### config.mk
export PLATFORM = sky130hd
export DESIGN_NAME = fault_escalation_shutdown_unit
export DESIGN_NICKNAME = d
export VERILOG_FILES = /design/src/pkg/fault_escalation_pkg.sv /design/src/verilog/fault_escalation_shutdown_unit.sv
export SDC_FILE = /design/constraint.sdc
export NUM_CORES = 1
export LEC_CHECK = 0
export BUFFER_PORTS_ARGS = -buffer_cell sky130_fd_sc_hd__buf_2
export CORE_ASPECT_RATIO = 0.5
export CORE_MARGIN = 2
export CORE_UTILIZATION = 40
export CTS_CLUSTER_DIAMETER = 50
export DETAILED_ROUTE_END_ITERATION = 6
export PLACE_DENSITY_LB_ADDON = 0.05
export SETUP_SLACK_MARGIN = 0.1
export SYNTH_ARGS = -nofsm -noshare
export SYNTH_HDL_FRONTEND = slang
export SYNTH_SLANG_ARGS = --single-unit
### constraint.sdc
create_clock -name clk -period 1.8 [get_ports clk]
set_input_delay 0.09 -clock clk [delete_from_list [all_inputs] [get_ports clk]]
set_output_delay 0.09 -clock clk [all_outputs]
set_load 0.03 [all_outputs]
### src/pkg/fault_escalation_pkg.sv
package fault_escalation_pkg;
	localparam int VEC_W = 8;
	localparam int ADDR_W = 32;
	localparam int SEL_W = 16;
	localparam int ERR_W = 32;
	localparam logic [VEC_W-1:0] VEC_DIVIDE = 8'h00;
	localparam logic [VEC_W-1:0] VEC_COPROC_UNAVAIL = 8'h07;
	localparam logic [VEC_W-1:0] VEC_DOUBLE_FAULT = 8'h08;
	localparam logic [VEC_W-1:0] VEC_SEG_OVERRUN = 8'h09;
	localparam logic [VEC_W-1:0] VEC_CONTRIB_LO = 8'h0a;
	localparam logic [VEC_W-1:0] VEC_CONTRIB_HI = 8'h0d;
	localparam logic [VEC_W-1:0] VEC_GENERAL_PROT = 8'h0d;
	localparam logic [VEC_W-1:0] VEC_PAGE_FAULT = 8'h0e;
	localparam logic [ERR_W-1:0] DOUBLE_FAULT_ERR_CODE = 32'h0000_0000;

	typedef enum logic [1:0] {
		CLASS_BENIGN = 2'b00,
		CLASS_CONTRIB = 2'b01,
		CLASS_PAGE = 2'b10
	} fault_class_t;

	typedef enum logic [1:0] {
		ST_IDLE = 2'b00,
		ST_DELIVER = 2'b01,
		ST_DELIVER_DBL = 2'b10,
		ST_SHUTDOWN = 2'b11
	} esc_state_t;
endpackage

### src/verilog/fault_escalation_shutdown_unit.sv
`timescale 1ns/10ps
// Functional notes
// [RULE_01] fpu instruction with emulation flag set raises coprocessor-unavailable fault.
// [RULE_02] wait raises that fault when monitor and task-switched flags both set.
// [RULE_03] no error code; saved selector and offset point at faulting instruction.
// [RULE_04] faulting instruction is suppressed, no architectural state changes.
// [RULE_05] handler may emulate, or save context, clear task flag, resume.
// [RULE_06] vectors 0,10-13 contributory, 14 page fault, all others benign.
// [RULE_07] double fault on contrib-after-contrib, or contrib/page after page fault.
// [RULE_08] double fault goes out on vector 8 as an abort, not restartable.
// [RULE_09] double fault always pushes error code zero.
// [RULE_10] saved selector and offset for double fault are undefined.
// [RULE_11] escalation only during handler delivery; prefetch faults excluded.
// [RULE_12] exception while invoking double-fault handler enters shutdown.
// [RULE_13] shutdown halts until nmi, system-mgmt interrupt, hardware reset or init.
// [RULE_14] entering shutdown issues a distinct shutdown bus cycle.
// [RULE_15] events pending in shutdown are held until after wake is processed.
// [RULE_16] shutdown inside nmi handler or system-mgmt state wakes only on reset.
// [RULE_17] corrupted delivery state at double fault: no handler, reset only.
// [RULE_18] vector 9 never generated; operand-transfer violation becomes vector 13.
// [RULE_19] delivery state records class; cleared when handler starts executing.
module fault_escalation_shutdown_unit
	import fault_escalation_pkg::*;
(
	input wire logic clk,
	input wire logic rst,
	input wire logic fpu_emulation_flag,
	input wire logic task_switched_flag,
	input wire logic monitor_coprocessor_flag,
	input wire logic fpu_insn_valid,
	input wire logic fpu_sync_wait,
	input wire logic [fault_escalation_pkg::SEL_W-1:0] insn_selector,
	input wire logic [fault_escalation_pkg::ADDR_W-1:0] insn_offset,
	input wire logic exc_valid,
	input wire logic [fault_escalation_pkg::VEC_W-1:0] exc_vector,
	input wire logic exc_has_err,
	input wire logic [fault_escalation_pkg::ERR_W-1:0] exc_err_code,
	input wire logic exc_prefetch,
	input wire logic operand_xfer_violation,
	input wire logic handler_started,
	input wire logic delivery_state_corrupt,
	input wire logic in_nmi_handler,
	input wire logic system_mgmt_state,
	input wire logic nmi_wake,
	input wire logic system_mgmt_interrupt,
	input wire logic init_request,
	input wire logic pending_event,
	output logic insn_suppress,
	output logic deliver_valid,
	output logic [fault_escalation_pkg::VEC_W-1:0] deliver_vector,
	output logic deliver_push_err,
	output logic [fault_escalation_pkg::ERR_W-1:0] deliver_err_code,
	output logic deliver_abort,
	output logic [fault_escalation_pkg::SEL_W-1:0] deliver_selector,
	output logic [fault_escalation_pkg::ADDR_W-1:0] deliver_offset,
	output logic shutdown_cycle,
	output logic halted,
	output logic wake_valid,
	output logic [1:0] wake_cause,
	output logic pending_release,
	output logic reset_only_lock
);
	import fault_escalation_pkg::*;

	function automatic fault_class_t classify(input logic [VEC_W-1:0] v);
		if (v == VEC_PAGE_FAULT)
			return CLASS_PAGE; // RULE_06
		else if (v == VEC_DIVIDE || (v >= VEC_CONTRIB_LO && v <= VEC_CONTRIB_HI))
			return CLASS_CONTRIB; // RULE_06
		else
			return CLASS_BENIGN; // RULE_06
	endfunction

	esc_state_t state_reg;
	fault_class_t class_reg;
	logic lock_reg;
	logic held_reg;

	logic cop_fault;
	logic [VEC_W-1:0] eff_vector;
	fault_class_t eff_class;
	logic raise;
	logic escalate;
	logic wake_any;

	// wait ignores emulation; other fpu ops fault only on emulation
	// the wait qualifier is only meaningful while an instruction is actually valid
	assign cop_fault = fpu_insn_valid
		&& ((fpu_sync_wait && monitor_coprocessor_flag && task_switched_flag) // RULE_02
		|| (!fpu_sync_wait && fpu_emulation_flag)); // RULE_01
	assign insn_suppress = cop_fault; // RULE_04

	always_comb begin
		eff_vector = exc_vector;
		if (operand_xfer_violation || exc_vector == VEC_SEG_OVERRUN)
			eff_vector = VEC_GENERAL_PROT; // RULE_18
		else if (cop_fault)
			eff_vector = VEC_COPROC_UNAVAIL; // RULE_01
	end

	// a coprocessor fault takes priority over an external exception in the same cycle, except vector 9 or an operand-transfer violation, which become vector 13
	assign raise = exc_valid || cop_fault || operand_xfer_violation;
	assign eff_class = classify(eff_vector);
	// prefetch faults bypass the matrix and are handled serially
	assign escalate = state_reg == ST_DELIVER && !exc_prefetch // RULE_11
		&& ((class_reg == CLASS_CONTRIB && eff_class == CLASS_CONTRIB)
		|| (class_reg == CLASS_PAGE && eff_class != CLASS_BENIGN)); // RULE_07
	assign wake_any = nmi_wake || system_mgmt_interrupt || init_request; // RULE_13

	always_ff @(posedge clk) begin
		if (rst) begin
			state_reg <= ST_IDLE;
			class_reg <= CLASS_BENIGN;
		end else begin
			unique case (state_reg)
				ST_IDLE, ST_DELIVER: begin
					if (raise && escalate && delivery_state_corrupt) begin
						state_reg <= ST_SHUTDOWN; // RULE_17
					end else if (raise && escalate) begin
						state_reg <= ST_DELIVER_DBL; // RULE_07
					end else if (raise) begin
						state_reg <= ST_DELIVER; // RULE_19
						class_reg <= eff_class; // RULE_19
					end else if (handler_started) begin
						state_reg <= ST_IDLE; // RULE_19
						class_reg <= CLASS_BENIGN;
					end
				end
				ST_DELIVER_DBL: begin
					if (raise)
						state_reg <= ST_SHUTDOWN; // RULE_12
					else if (handler_started)
						state_reg <= ST_IDLE;
				end
				ST_SHUTDOWN: begin
					if (wake_any && !lock_reg) begin
						state_reg <= ST_IDLE; // RULE_13
						class_reg <= CLASS_BENIGN;
					end
				end
			endcase
		end
	end

	// lock captured on entry; corrupted machine state also recovers only by reset
	always_ff @(posedge clk) begin
		if (rst)
			lock_reg <= 1'b0;
		else if (state_reg != ST_SHUTDOWN) begin
			if ((state_reg == ST_DELIVER_DBL && raise && (in_nmi_handler || system_mgmt_state)) // RULE_16
				|| (raise && escalate && delivery_state_corrupt)) // RULE_17
				lock_reg <= 1'b1;
			else
				lock_reg <= 1'b0;
		end
	end

	always_ff @(posedge clk) begin
		if (rst) begin
			deliver_valid <= 1'b0;
			deliver_vector <= '0;
			deliver_push_err <= 1'b0;
			deliver_err_code <= '0;
			deliver_abort <= 1'b0;
			deliver_selector <= '0;
			deliver_offset <= '0;
		end else begin
			deliver_valid <= 1'b0;
			if (state_reg != ST_SHUTDOWN && state_reg != ST_DELIVER_DBL && raise
				&& !(escalate && delivery_state_corrupt)) begin
				deliver_valid <= 1'b1;
				if (escalate) begin
					deliver_vector <= VEC_DOUBLE_FAULT; // RULE_08
					deliver_abort <= 1'b1; // RULE_08
					deliver_push_err <= 1'b1; // RULE_09
					deliver_err_code <= DOUBLE_FAULT_ERR_CODE; // RULE_09
					// selector/offset left as they were: undefined for this vector
					deliver_selector <= deliver_selector; // RULE_10
					deliver_offset <= deliver_offset; // RULE_10
				end else begin
					deliver_vector <= eff_vector;
					deliver_abort <= 1'b0;
					deliver_push_err <= (eff_vector == VEC_COPROC_UNAVAIL) ? 1'b0 : exc_has_err; // RULE_03
					deliver_err_code <= (eff_vector == VEC_COPROC_UNAVAIL) ? '0 : exc_err_code; // RULE_03
					deliver_selector <= insn_selector; // RULE_03
					deliver_offset <= insn_offset; // RULE_03
				end
			end
		end
	end

	// one-cycle special bus cycle on entry
	always_ff @(posedge clk) begin
		if (rst)
			shutdown_cycle <= 1'b0;
		else
			shutdown_cycle <= state_reg != ST_SHUTDOWN
				&& ((state_reg == ST_DELIVER_DBL && raise) || (raise && escalate && delivery_state_corrupt)); // RULE_14
	end

	// pending events are parked while halted and released once the wake pulse has dropped
	always_ff @(posedge clk) begin
		if (rst) begin
			held_reg <= 1'b0;
			wake_valid <= 1'b0;
			wake_cause <= 2'b00;
			pending_release <= 1'b0;
		end else begin
			wake_valid <= 1'b0;
			pending_release <= 1'b0;
			if (state_reg == ST_SHUTDOWN) begin
				if (pending_event)
					held_reg <= 1'b1; // RULE_15
				if (wake_any && !lock_reg) begin
					wake_valid <= 1'b1;
					wake_cause <= nmi_wake ? 2'b01 : (system_mgmt_interrupt ? 2'b10 : 2'b11);
				end
			end else if (held_reg && !wake_valid) begin
				held_reg <= 1'b0;
				pending_release <= 1'b1; // RULE_15
			end
		end
	end

	assign halted = state_reg == ST_SHUTDOWN; // RULE_13
	assign reset_only_lock = lock_reg;
endmodule

* Yosys cells after proc, flatten, opt, wreduce, memory -nomap -nowiden *
Cells that the tools add are included.

word-level totals
  logic and storage cells = 114
  register bits = 102
  input bits = 107
  output and inout bits = 99

cells by class
  muxes and demuxes = 31
  reduce and logical (&&, ||, !) cells = 48
  bitwise logic cells = 2
  eq/ne operators = 16
  $lt $le $gt $ge = 2

operator list
  cell                count
  $mux 32             2
  $mux 2              12
  $mux 8              3
  $logic_and 1x1->1   20
  $eq 8x4->1 const B  2
  $mux 1              12
  $logic_or 1x1->1    11
  $ne 2x2->1 const B  5
  $eq 8x3->1 const B  1
  $ge 8x4->1 const B  1
  $le 8x4->1 const B  1
  $logic_not 8->1     1
  $eq 2x1->1 const B  3
  $eq 2x2->1 const B  3
  $pmux 2 s3          1
  $reduce_and 2->1    3
  $reduce_bool 2->1   3
  $reduce_or 2->1     3
  $logic_not 1->1     5
  $reduce_and 5->1    1
  $pmux 2 s2          1
  $ne 3x3->1 const B  1
  $logic_not 2->1     1
  $ne 2x1->1 const B  1
  $not 1->1           2

* Logic depth before layout (Yosys ltp) *
Gate-level depths: netlist of the first run.

  depth after elaboration = 19
  mapped depth = 8
  mapped depth without buffers = 6

* Worst setup path before layout of the first run *
Ideal clock, no wire load.

  path kind = input to register
  start = input port exc_vector[5] (netlist bit)
  end = register class_reg[0]
  slack = 75 ps
  setup time = 121 ps
  arrival = 1604 ps
  required time = 1679 ps
  buffers on the path = 0
  stages on the path = 6
  cells stage by stage = nor4_4 -> nand3_2 -> or4_1 -> a211oi_2 -> a21oi_1 -> mux2_2

on the way
  longest elaborated chain between the ends = 16
  elaborated cells on any way between the ends = 27
  those cells by class = order compare (2); eq/ne (5); mux (8); reduce/logical (12)

RTL lines
  what                                                    RTL line                                                                      source
  start, declared                                         fault_escalation_shutdown_unit.sv:35                                          input wire logic [fault_escalation_pkg::VEC_W-1:0] exc_vector,
  $eq 8x4->1                                              fault_escalation_shutdown_unit.sv:95                                          if (operand_xfer_violation || exc_vector == VEC_SEG_OVERRUN)
  $logic_or 1x1->1                                        fault_escalation_shutdown_unit.sv:95
  $mux 8 (*)                                              fault_escalation_shutdown_unit.sv:95
  $ge 8x4->1 / $le 8x4->1 (equally long branches)         fault_escalation_shutdown_unit.sv:68                                          else if (v == VEC_DIVIDE || (v >= VEC_CONTRIB_LO && v <= VEC_CONTRIB_HI))
  $logic_and 1x1->1                                       fault_escalation_shutdown_unit.sv:68
  $logic_or 1x1->1                                        fault_escalation_shutdown_unit.sv:68
  $mux 1                                                  fault_escalation_shutdown_unit.sv:68
  $mux 2 (*)                                              fault_escalation_shutdown_unit.sv:66                                          if (v == VEC_PAGE_FAULT)
  $eq 2x1->1 / $reduce_bool 2->1 (equally long branches)  fault_escalation_shutdown_unit.sv:106, fault_escalation_shutdown_unit.sv:107
  $logic_and 1x1->1 (on tied branches)                    fault_escalation_shutdown_unit.sv:106, fault_escalation_shutdown_unit.sv:107
  $logic_or 1x1->1                                        fault_escalation_shutdown_unit.sv:107                                         || (class_reg == CLASS_PAGE && eff_class != CLASS_BENIGN));
  $logic_and 1x1->1                                       fault_escalation_shutdown_unit.sv:106                                         && ((class_reg == CLASS_CONTRIB && eff_class == CLASS_CONTRIB)
  $logic_and 1x1->1                                       fault_escalation_shutdown_unit.sv:117, fault_escalation_shutdown_unit.sv:119
  $logic_and 1x1->1                                       fault_escalation_shutdown_unit.sv:117                                         if (raise && escalate && delivery_state_corrupt) begin
  $ne 2x2->1 (no source line)                             -
  $reduce_and 5->1 (no source line)                       -
  end signal, assigned                                    fault_escalation_shutdown_unit.sv:123                                         class_reg <= eff_class;
  end, declared                                           fault_escalation_shutdown_unit.sv:75                                          fault_class_t class_reg;

Mark *: on every way between the ends. The rest lies on a longest branch, timed or not. The select of a mux whose other input is x is not followed.
A chain may end at the register's enable or synchronous reset.

* Final worst setup path of the first run *
  start = input port exc_vector[4] (netlist bit)
  end = register deliver_vector[0] (netlist bit)

on the way
  longest elaborated chain between the ends = 15
  elaborated cells on any way between the ends = 22
  those cells by class = order compare (2); eq/ne (3); mux (5); reduce/logical (12)

RTL lines
  what                                                    RTL line                                                                      source
  $eq 8x4->1                                              fault_escalation_shutdown_unit.sv:95
  $logic_or 1x1->1                                        fault_escalation_shutdown_unit.sv:95
  $mux 8 (*)                                              fault_escalation_shutdown_unit.sv:95
  $ge 8x4->1 / $le 8x4->1 (equally long branches)         fault_escalation_shutdown_unit.sv:68
  $logic_and 1x1->1                                       fault_escalation_shutdown_unit.sv:68
  $logic_or 1x1->1                                        fault_escalation_shutdown_unit.sv:68
  $mux 1                                                  fault_escalation_shutdown_unit.sv:68
  $mux 2                                                  fault_escalation_shutdown_unit.sv:66
  $eq 2x1->1 / $reduce_bool 2->1 (equally long branches)  fault_escalation_shutdown_unit.sv:106, fault_escalation_shutdown_unit.sv:107
  $logic_and 1x1->1 (on tied branches)                    fault_escalation_shutdown_unit.sv:106, fault_escalation_shutdown_unit.sv:107
  $logic_or 1x1->1                                        fault_escalation_shutdown_unit.sv:107
  $logic_and 1x1->1                                       fault_escalation_shutdown_unit.sv:106
  $logic_and 1x1->1                                       fault_escalation_shutdown_unit.sv:170                                         && !(escalate && delivery_state_corrupt)) begin
  $logic_not 1->1                                         fault_escalation_shutdown_unit.sv:170
  $logic_and 1x1->1                                       fault_escalation_shutdown_unit.sv:170
  end signal, assigned                                    fault_escalation_shutdown_unit.sv:181                                         deliver_vector <= eff_vector;
  end, declared                                           fault_escalation_shutdown_unit.sv:50                                          output logic [fault_escalation_pkg::VEC_W-1:0] deliver_vector,

Mark *: on every way between the ends. The rest lies on a longest branch, timed or not.

==> reports/qor.yml, run 1 <==
timing:
  setup_viol: 0
  rsz0062_at_grt: "true"
  fin_setup_tns_ns: 0
  timing.fmax_mhz: 580
  fin_crit_ns: 1.73
  final_hold_viol_count: 0
  worst_hold_slack_ns: 0.0173
  tightest_slew_ns: 0.528
  skew_ns: 0.00888
  finalCritPeriodShare_pct: 95.8
  slew_headroom_pct: 64.8
  drv_slew: 0
clocking:
  cts_sinks: 102
  htreeDepth: 3
  clkTransAtPathRegs_ns: 0.07
  clkLatencyLatePin_ns: 0.34
  cts_buffers: 9
  cts_tree: "yes"
  cts_root_buf: "clkbuf_16"
  cts_max_path_buffers: 2
floorplan:
  start_util_pct: 41.2
  die_area_sq_um: 10600
  rows: 25
  fp.dieW_um: 144
  core-area_sq_um: 9480
  pin_count: 206
  die_h_um: 73.9
synthesis:
  synth_area_sq_um: 3910
  synthTopCellsByArea: "dfxtp_1 (52%), nand2_1 (13%), nand3_1 (9.9%)"
  synthCells: 484
  ys_warn_count: 0
  synth_ff_type: "dfxtp_1"
  synth_top_area_share_pct: 52.3
  synth_fp_nets: 591
  synthArstFlopShare_pct: 0
  ys_seq_area_share_pct: 52.3
  yosysTopAreaCell: "dfxtp_1"
  synth-edff-count: 0
  avgSynthCellArea_sq_um: 8.07
  synth_seq_cells: 102
  synth_cell_type_count: 49
worst_hold_path:
  hold_path.class: "primary input to flip-flop"
  hold_start: "insn_selector[3]"
  whs_endpoint: "deliver_selector[3]"
  holdPathStages: 3
grt:
  grtUsageTotal_pct: 22.1
  overflow: 0
  grt_antenna_before_repair: 0
  grt_max_degree: 47
  grt_pass1_vias: 4207
  grt_pass1_wl_mm: 18.7
worst_setup_path:
  crit_family: "compound AO/OA/AOI/OAI gates"
  r2r-start: "class_reg[1]"
  crit_required_ns: 2.02
  worstSetupEndpointType: "flip-flop"
  reg2reg_to: "deliver_vector[0]"
  path_max_fanout: 5
  worst_setup_path_start_kind: "primary input"
  cp.arrival_ns: 1.95
  critPathSlowestCell: "o41a_1"
  startpoint: "exc_vector[4]"
  cpPeakStageDelay_ns: 0.40
  path_cells: "buf_2 > nor4_4 > nand3_2 > o41a_1 > a22oi_2 > buf_6 > buf_4 > a211oi_1 > a31o_1"
  r2r_slack_ns: 0.09
  path_class: "primary input to flip-flop"
  path_buf_inv: 3
  r2r_cells: 8
status:
  run_status: "finished, final reports clean"
cells_and_area:
  utilization_pct: 71.0
  num_antenna_cells: 0
  fillers: 747
  mostFrequentLayoutCell: "buf_2"
  layout_common_cells: "buf_2 (204), nand2_1 (131), dfxtp_1 (100), dlygate4sd3_1 (79), nand3_1 (76)"
  drive_gt1_share_pct: 39.2
  regArea_sq_um: 2050
  area_growth_pct: 72.2
  stdcell_area_sq_um: 6730
  nets: 895
  largestRegisters: "deliver_err_code (32), deliver_offset (32), deliver_selector (16)"
  multi_input_area_sq_um: 1850
power:
  p_total_mw: 5.80
  peakVddDrop_v: 0.000586
  powerDensity_nw_per_um2: 862
  p_leak_nw: 3.28
route:
  postRouteWirelength_mm: 12.9
  wire_per_inst_um: 13.9
  drt_first_pass_iters: 4
  route.antenna.remaining_nets: 0
  vias_per_cell: 4.84
  vias: 4488
  drcViolationCount: 0
  drt-initial-drc-count: 136
place:
  placed_area_sq_um: 5270
  detailed_place_hpwl_mm: 7.68
  io_buffers: 205
  globalplace.congestion: 0.810
job:
  drv_cap: 0
==> cell families after synthesis <==
family / after synthesis / synth area share [%]
buf+inv: 39 / 4.74
xor+xnor: 1 / 0.224
simple gates: 256 / 29.5
compound gates: 84 / 12.7
flops: 102 / 52.3
mux: 2 / 0.545
==> per-stage QoR <==
stage / worst slack [ns] / cells
after floorplan: 0.100 / 484
after global placement: -0.242 / 823
after detailed placement: -0.262 / 823
after CTS: 0.0754 / 920
after global routing: 0.00911 / 928
final: 0.0748 / 928
==> metal layers <==
layer	track usage, %	wire (um)
met5	0	0
met4	4.79	113
met3	7.56	888
met2	41.0	6090
met1	25.1	5840
==> cells in the mapped netlist (2+ instances only) <==
cell type	count
dfxtp_1	102
and2_1	2
buf_2	16
nor2b_1	4
a21oi_1	60
inv_1	4
o21ai_0	5
buf_6	2
nor2_1	14
nor3_1	3
nand2_1	138
nand2b_1	6
clkbuf_1	15
or4_1	2
nand3_1	77
==> cell type report <==
type	count	area share, %
clock buffers	11	3.76
flip-flops and latches	102	30.5
inverters	4	0.223
clock inverters	5	0.967
multi-input cells	344	27.5
well taps	135	2.51
repair buffers	327	34.5
==> how the worst max path moves through the flow <==
stage                                 to  slack, ns  depth (start not counted)
CTS                   deliver_offset[12]       0.08                          7
detailed placement    deliver_offset[12]      -0.26                          8
finish                 deliver_vector[0]       0.07                          9
global placement      deliver_offset[25]      -0.24                          9
floorplan              deliver_vector[0]       0.10                          7
global route        deliver_selector[14]      0.009                          8
==> power by group <==
part | leakage [nW] | total [mW] | switching (mW) | internal, mW
Combinational | 2.28 | 1.29 | 0.750 | 0.539
Clock | 0.150 | 2.03 | 0.863 | 1.17
Sequential | 0.846 | 2.48 | 0.0737 | 2.41
Total | 3.28 | 5.80 | 1.69 | 4.11
==> timing repair <==
action,CTS,global route
gates resized for setup,1,51
buffers inserted,3,0
pin swaps,2,20
hold endpoints to repair,78,1
endpoints found under the setup margin,87,94
hold buffers,78,1
cloned,0,7
==> worst register-to-register path: cells and delay by family, from the launching register on <==
family / cells / cell delay, ns
AOI/OAI and AO/OA: 4 / 0.59
xor gates and xnor gates: 1 / 0.16
buffers and inverters: 3 / 0.49
DFF: 1 / 0.36
Power figures use the tool's default switching activity.
==> run 2: changes to the inputs <==
- ABC_AREA: default -> 1
- CORE_UTILIZATION: 40 -> 41
==> run 2 against run 1 <==
Net effect:
- the run now ends with hold timing left
- fmax is 0.94% higher
- critical endpoint is now deliver_offset[15]
- combinational power grew 9%
- worst setup slack improved by 0.016 ns
- highest routed layer unchanged
- clock power fell by 9%
- largest cell class unchanged
- power shrank 0.77%
- first-iteration DRC count increased by 54%
==> reports/qor.yml, run 2 <==
status:
  run_status: "finished with violations"
  violations: "hold timing"
grt:
  grtUsageTotal_pct: 21.6  # -0.54 points
  grt_max_degree: 52  # +11%
  overflow: 0  # unchanged
  grt_antenna_before_repair: 0  # unchanged
  grt_pass1_vias: 4208  # +0.024%
  grt_pass1_wl_mm: 19.4  # +3.7%
synthesis:
  ys_warn_count: 0  # unchanged
  synth_seq_cells: 102  # unchanged
  synthArstFlopShare_pct: 0  # unchanged
  synthCells: 549  # +13%
  synth_cell_type_count: 27  # -45%
  synth_top_area_share_pct: 49.2  # -3.1 points
  synth_common_cells: "nor2_1 (124), dfxtp_1 (102), nand3_1 (51)"
  synth_area_sq_um: 4150  # +6.2%
  synth_ff_type: "dfxtp_1"
  synthTopCellsByArea: "dfxtp_1 (49%), nor2_1 (11%), nand3_1 (6.2%)"
  yosysTopAreaCell: "dfxtp_1"
  yosysMostFrequentCell: "nor2_1"
  avgSynthCellArea_sq_um: 7.56  # -6.3%
  synth_fp_nets: 656  # +11%
  synth-edff-count: 0  # unchanged
  ys_seq_area_share_pct: 49.2  # -3.1 points
timing:
  setup_viol: 0  # unchanged
  layout_setup_ws_ns: 0.0909  # +0.0160 ns
  skew_ns: 0.00441  # -0.00447 ns
  drv_slew: 0  # unchanged
  final_hold_viol_count: 4  # +4
  timing.fmax_mhz: 585  # +0.94%
  slew_headroom_pct: 65.6  # +0.82 points
  worst_hold_slack_ns: -0.00763  # -0.0250 ns
  fin_setup_tns_ns: 0  # unchanged
  rsz0062_at_grt: "true"
  fin_crit_ns: 1.71  # -0.0160 ns
  finalCritPeriodShare_pct: 95.0  # -0.89 points
  tightest_slew_ns: 0.516  # -0.0118 ns
power:
  powerDensity_nw_per_um2: 843  # -2.2%
  p_clk_share_pct: 31.9  # -3.1 points
  internal_power_mw: 3.95  # -4.1%
  netSwitchingPower_mw: 1.81  # +7.2%
  power.share.switching_pct: 31.4  # +2.3 points
  p_leak_nw: 3.40  # +3.5%
  power_frac_comb_pct: 24.4  # +2.2 points
  power_frac_seq_pct: 43.6  # +0.9 points
  peakVddDrop_v: 0.000544  # -7.2%
route:
  vias_per_cell: 4.97  # +2.7%
  postRouteWirelength_mm: 14.1  # +8.8%
  wire_per_inst_um: 14.5  # +4.2%
  route.antenna.remaining_nets: 0  # unchanged
  drcViolationCount: 0  # unchanged
  vias: 4812  # +7.2%
  drt-initial-drc-count: 210  # +54%
  drt_first_pass_iters: 4  # unchanged
clocking:
  cts_root_buf: "clkbuf_16"
  cts_buffers: 9  # unchanged
  cts_max_path_buffers: 2  # unchanged
  clkLatencyLatePin_ns: 0.34  # about the same
  cts_sinks: 102  # unchanged
  cts_tree: "yes"
  htreeDepth: 3  # unchanged
  clkTransAtPathRegs_ns: 0.07  # about the same
worst_setup_path:
  cp.depth: 16  # +7
  cpPeakStageDelay_ns: 0.36  # -0.04 ns
  crit_family: "simple AND/OR/NAND/NOR gates"
  path_common_cell: "nand2_2"
  critPathSlowestCell: "a21boi_0"
  worst_setup_path_start_kind: "primary input"
  path_cells: "buf_2 > nor2_4 > nor2_4 > a21boi_0 > nand2_2 > nand2_1 > nor2_2 > nand2_2 > nand2_2 > nand2_2 > nand3_4 > nand2_8 > clkinv_8 > clkbuf_16 > nor2_1 > nor2_1"
  crit_required_ns: 2.03  # about the same
  path_buf_inv: 3  # unchanged
  cp.arrival_ns: 1.94  # about the same
  path_class: "primary input to flip-flop"
  worstSetupEndpointType: "flip-flop"
  path_max_fanout: 7  # +2
  r2r_cells: 7  # -1
cells_and_area:
  drive_gt1_share_pct: 42.2  # +3.0 points
  num_antenna_cells: 0  # unchanged
  largestRegisters: "deliver_err_code (32), deliver_offset (32), deliver_selector (16)"
  nets: 937  # +4.7%
  layout_common_cells: "buf_2 (202), dfxtp_1 (102), nor2_1 (89), nand3_1 (50)"
  mostFrequentLayoutCell: "buf_2"
  area_growth_pct: 64.5
place:
  detailed_place_hpwl_mm: 8.37  # +9.0%
  place_ws_ns: -0.223  # +0.0389 ns
  io_buffers: 205  # unchanged
  globalplace.congestion: 0.804  # -0.69%
floorplan:
  die_h_um: 75.1  # +1.7%
  rows: 25  # unchanged
  start_util_pct: 43.1  # +1.9 points
  core-area_sq_um: 9630  # +1.7%
  fp.dieW_um: 146  # +1.8%
  die_area_sq_um: 11000  # +3.5%
  pin_count: 206  # unchanged
job:
  drv_cap: 0  # unchanged
worst_hold_path:
  hold_path.class: "primary input to flip-flop"
  holdPathStages: 3  # unchanged
run 2: cell count changes after synthesis, moves of 4 or more:
cell      delta
buf_4        +8
nand4_1     +36
nand3_1     -26
inv_1       +19
o21ai_0     +42
nor2_1     +110
nand2_1     -91
nor2b_1      -4
a21oi_1     -12
o21ai_1      +5
nand2b_1     -6
nor2_2       +4
run 2: worst paths after layout:
path	start	to	slack (ns)
max	fpu_sync_wait	deliver_offset[15]	0.09
min reg2reg	wake_valid	pending_release	0.44
min	insn_offset[9]	deliver_offset[9]	-0.008
max reg2reg	state_reg[0]	state_reg[1]	0.22
run 2: worst reg2reg max path: stages (launching register included):
cell      delay [ns]
dfxtp_1         0.33
inv_1           0.09
nor3_1          0.14
buf_4           0.16
a21boi_0        0.28
nand3_1         0.23
buf_4           0.19
a21oi_1         0.10
run 2: stage by stage:
| step | power (mW) | hold WS [ns] | instance area, sq um | util [%] | instances |
|---|---|---|---|---|---|
| after floorplan | 3.26 | 0.202 | 4160 | - | 549 |
| after global placement | 3.71 | 0.307 | 5590 | 58.1 | 896 |
| after detailed placement | 3.72 | 0.317 | 5590 | 58.1 | 896 |
| after CTS | 5.60 | 0.00190 | 6160 | 63.9 | 939 |
| after global routing | 6.01 | 0.00532 | 6830 | 70.9 | 969 |
| final | 5.76 | -0.00763 | 6830 | 70.9 | 969 |
run 2: timing repair:
| action | in CTS | in global routing |
|---|---|---|
| hold buffers | 28 | 4 |
| setup buffers | 0 | 12 |
| hold endpoints to repair | 28 | 4 |
| setup endpoints to repair | 0 | 95 |
| gates resized for setup | 0 | 98 |
run 2: power groups by stage:
stage / Sequential (mW) / Combinational, mW / Clock (mW)
5_1_grt: 2.53 / 1.51 / 1.97
3_5_place_dp: 2.55 / 1.17 / 0
3_3_place_gp: 2.54 / 1.16 / 0
6_report: 2.51 / 1.41 / 1.84
2_1_floorplan: 2.86 / 0.401 / 0
4_1_cts: 2.50 / 1.22 / 1.88
run 2: final cells by class:
class	count	area, sq um
repair inverters	1	11.3
repair buffers	309	2210
clock inverters	6	58.8
flip-flops and latches	102	2040
inverters	24	103
fillers	824	2810
well taps	135	169
multi-input cells	383	2010
clock buffers	9	225
run 2: layer usage:
layer / GRT usage (%) / up-vias / wire length, um
li1: - / 2416 / -
met4: 5.07 / 0 / 91
met5: 0 / - / 0
met3: 6.91 / 9 / 932
met2: 36.8 / 137 / 6820
met1: 27.4 / 2250 / 6230
run 2: cell families (layout without fill, tap and decap cells):
family	after synthesis	after routing	share of synthesized area, %
buf+inv	65	349	7.51
compound gates	110	110	13.9
simple gates	272	273	29.4
flops	102	102	49.2
==> run 3: changes to the inputs <==
- CORE_UTILIZATION: 41 -> 25
- RECOVER_POWER: default -> 100
==> run 3 against run 2 <==
Net effect:
- the run now ends clean
- register-to-register slack lost 0.03 ns
- combinational power shrank 6%
- first-iteration DRC count shrank 30%
- clock skew grew 0.0059 ns
- die area grew 61%
- sequential share of layout area grew 0.60 points
- sequential cell count is the same
- via count shrank 1.9%
- critical endpoint is now deliver_offset[13]
==> reports/qor.yml, run 3 (synthesis gave the netlist of run 2 again) <==
status:
  run_status: "finished, final reports clean"
worst_setup_path:
  worstSetupEndpointType: "flip-flop"
  path_class: "primary input to flip-flop"
  r2r-start: "state_reg[0]"
  reg2reg_to: "deliver_offset[13]"
  r2r_slack_ns: 0.19  # -0.03 ns
  path_common_cell: "nand2_2"
  cp.arrival_ns: 1.88  # -0.06 ns
  crit_required_ns: 2.04  # about the same
  path_cells: "buf_6 > nand2_2 > inv_2 > nand2_2 > nor2_4 > nor2_4 > buf_6 > nand2_2 > nand2_2 > nor2_4 > nand2_2 > nand2_2 > nand2_2 > nand3_4 > nand2_8 > clkinv_8 > buf_2 > nor2_1 > nor2_1"
  r2r_cells: 9  # +2
  path_max_fanout: 7  # unchanged
  cpPeakStageDelay_ns: 0.20  # -0.16 ns
  worst_setup_path_start_kind: "primary input"
  critPathSlowestCell: "buf_2"
grt:
  grt_pass1_wl_mm: 21.7  # +12%
  grt_antenna_before_repair: 0  # unchanged
  overflow: 0  # unchanged
  grt_pass1_vias: 4363  # +3.7%
  grt_max_degree: 47  # -9.6%
  grtUsageTotal_pct: 15.7  # -5.9 points
place:
  globalplace.congestion: 0.746  # -7.2%
  io_buffers: 205  # unchanged
  place_inst: 991  # +11%
  detailed_place_hpwl_mm: 9.58  # +14%
cells_and_area:
  num_antenna_cells: 0  # unchanged
  fillers: 1773  # +120%
  stdcell_count: 1065  # +9.9%
  largestRegisters: "deliver_err_code (32), deliver_offset (32), deliver_selector (16)"
  multi_input_area_sq_um: 1940  # -3.4%
  layout_common_cells: "nor2_1 (108), buf_2 (104), dfxtp_1 (102), clkbuf_1 (101), dlygate4sd3_1 (51)"
  nets: 941  # +0.43%
  area_growth_pct: 61.3
  regArea_sq_um: 2040  # unchanged
  mostFrequentLayoutCell: "nor2_1"
  drive_gt1_share_pct: 26.4  # -16 points
timing:
  skew_ns: 0.0103  # +0.00593 ns
  slew_headroom_pct: 49.7  # -16 points
  final_hold_viol_count: 0  # -4
  timing.fmax_mhz: 610  # +4.2%
  rsz0062_at_grt: "true"
  drv_slew: 0  # unchanged
  worst_hold_slack_ns: 0.00619  # +0.0138 ns
  setup_viol: 0  # unchanged
  finalCritPeriodShare_pct: 91.1  # -3.8 points
  fin_crit_ns: 1.64  # -0.0686 ns
  tightest_slew_ns: 0.755  # +0.239 ns
floorplan:
  pin_count: 206  # unchanged
  rows: 33  # +32%
  fp.dieW_um: 186  # +27%
  die_area_sq_um: 17700  # +61%
  start_util_pct: 25.4  # -18 points
  die_h_um: 95.1  # +27%
  core-area_sq_um: 16300  # +69%
power:
  p_clk_share_pct: 36.0  # +4.1 points
  power.share.switching_pct: 30.0  # -1.5 points
  powerDensity_nw_per_um2: 892  # +5.8%
  internal_power_mw: 4.18  # +6.0%
  power_frac_comb_pct: 22.1  # -2.3 points
  p_total_mw: 5.97  # +3.7%
  p_leak_nw: 2.98  # -12%
  power_frac_seq_pct: 41.9  # -1.7 points
  netSwitchingPower_mw: 1.79  # -1.1%
  peakVddDrop_v: 0.000459  # -16%
route:
  vias_per_cell: 4.43  # -11%
  postRouteWirelength_mm: 14.7  # +4.3%
  drcViolationCount: 0  # unchanged
  route.antenna.remaining_nets: 0  # unchanged
  wire_per_inst_um: 13.8  # -5.1%
  vias: 4721  # -1.9%
  drt_first_pass_iters: 5  # +1
  drt-initial-drc-count: 148  # -30%
worst_hold_path:
  hold_start: "insn_offset[30]"
  holdPathStages: 3  # unchanged
  hold_path.class: "primary input to flip-flop"
  whs_endpoint: "deliver_offset[30]"
clocking:
  clkLatencyLatePin_ns: 0.35  # about the same
  cts_max_path_buffers: 2  # unchanged
  cts_sinks: 102  # unchanged
  htreeDepth: 3  # unchanged
  cts_tree: "yes"
  cts_root_buf: "clkbuf_16"
  clkTransAtPathRegs_ns: 0.07  # about the same
  cts_buffers: 9  # unchanged
job:
  drv_cap: 0  # unchanged
==> run 3: cell count changes in the layout (fill, tap and decap cells not counted), moves of 3 or more <==
cell / before / now
nor2_2: 31 / 14
clkbuf_1: 0 / 101
nor2_1: 89 / 108
nand2_1: 39 / 34
o21ai_0: 22 / 36
buf_4: 47 / 42
buf_2: 202 / 104
clkbuf_16: 18 / 11
dlygate4sd3_1: 32 / 51
buf_12: 10 / 7
nand2_2: 8 / 12
o21ai_1: 29 / 16
==> run 3: area by class of cell <==
class / instances / share of cell area [%]
Clock buffer: 11 / 3.63
Clock inverter: 4 / 1.20
Inverter: 24 / 1.53
Multi-Input combinational cell: 382 / 29.0
Sequential cell: 102 / 30.5
Tap cell: 227 / 4.24
Timing Repair Buffer: 315 / 29.9
==> run 3: worst max path at each step <==
stage	start	slack, ns	depth (start not counted)	endpoint
floorplan	exc_vector[3]	0.12	16	deliver_vector[3]
global placement	exc_vector[3]	-0.28	18	deliver_offset[20]
detailed placement	exc_vector[3]	-0.34	18	deliver_offset[31]
CTS	exc_vector[3]	0.10	18	deliver_offset[18]
global route	exc_vector[0]	0.05	19	deliver_offset[26]
finish	exc_vector[0]	0.16	19	deliver_offset[13]
==> run 3: timing repair <==
action | CTS | global route
setup endpoints to repair | 30 | 97
gates resized for setup | 1 | 70
pin swaps | 0 | 18
hold buffers | 51 | 0
endpoints found under the hold margin | 51 | 0
buffers inserted | 0 | 3
cloned | 0 | 5
==> run 3: routing by layer <==
metal  share of wire (%)  track usage [%]
met5                   0                0
met4                0.69             3.67
met3                 6.3             5.23
met2                  45             25.7
met1                  48             20.1
==> run 3: stage by stage <==
step | setup TNS [ns] | setup WS, ns | instance area (sq um) | util [%]
final | 0 | 0.159 | 6700 | 41.1
after global routing | 0 | 0.0452 | 6700 | 41.1
after CTS | 0 | 0.103 | 6560 | 40.2
after detailed placement | -21.58 | -0.339 | 5720 | 35.1
after global placement | -17.50 | -0.277 | 5720 | 35.1
after floorplan | 0 | 0.117 | 4160 | -
==> run 3: critical path: cells and delay by family <==
kind | cells | cell delay [ns]
and+or+nand+nor | 14 | 1.21
buffers and inverters | 5 | 0.58
==> run 3: power by group through the flow <==
stage                     clock (mW)  combinational [mW]  sequential (mW)
final                           2.15                1.32             2.50
after global routing            2.32                1.45             2.53
after floorplan                    0               0.401             2.86
after CTS                       2.23                1.29             2.50
after detailed placement           0                1.20             2.55
after global placement             0                1.20             2.54
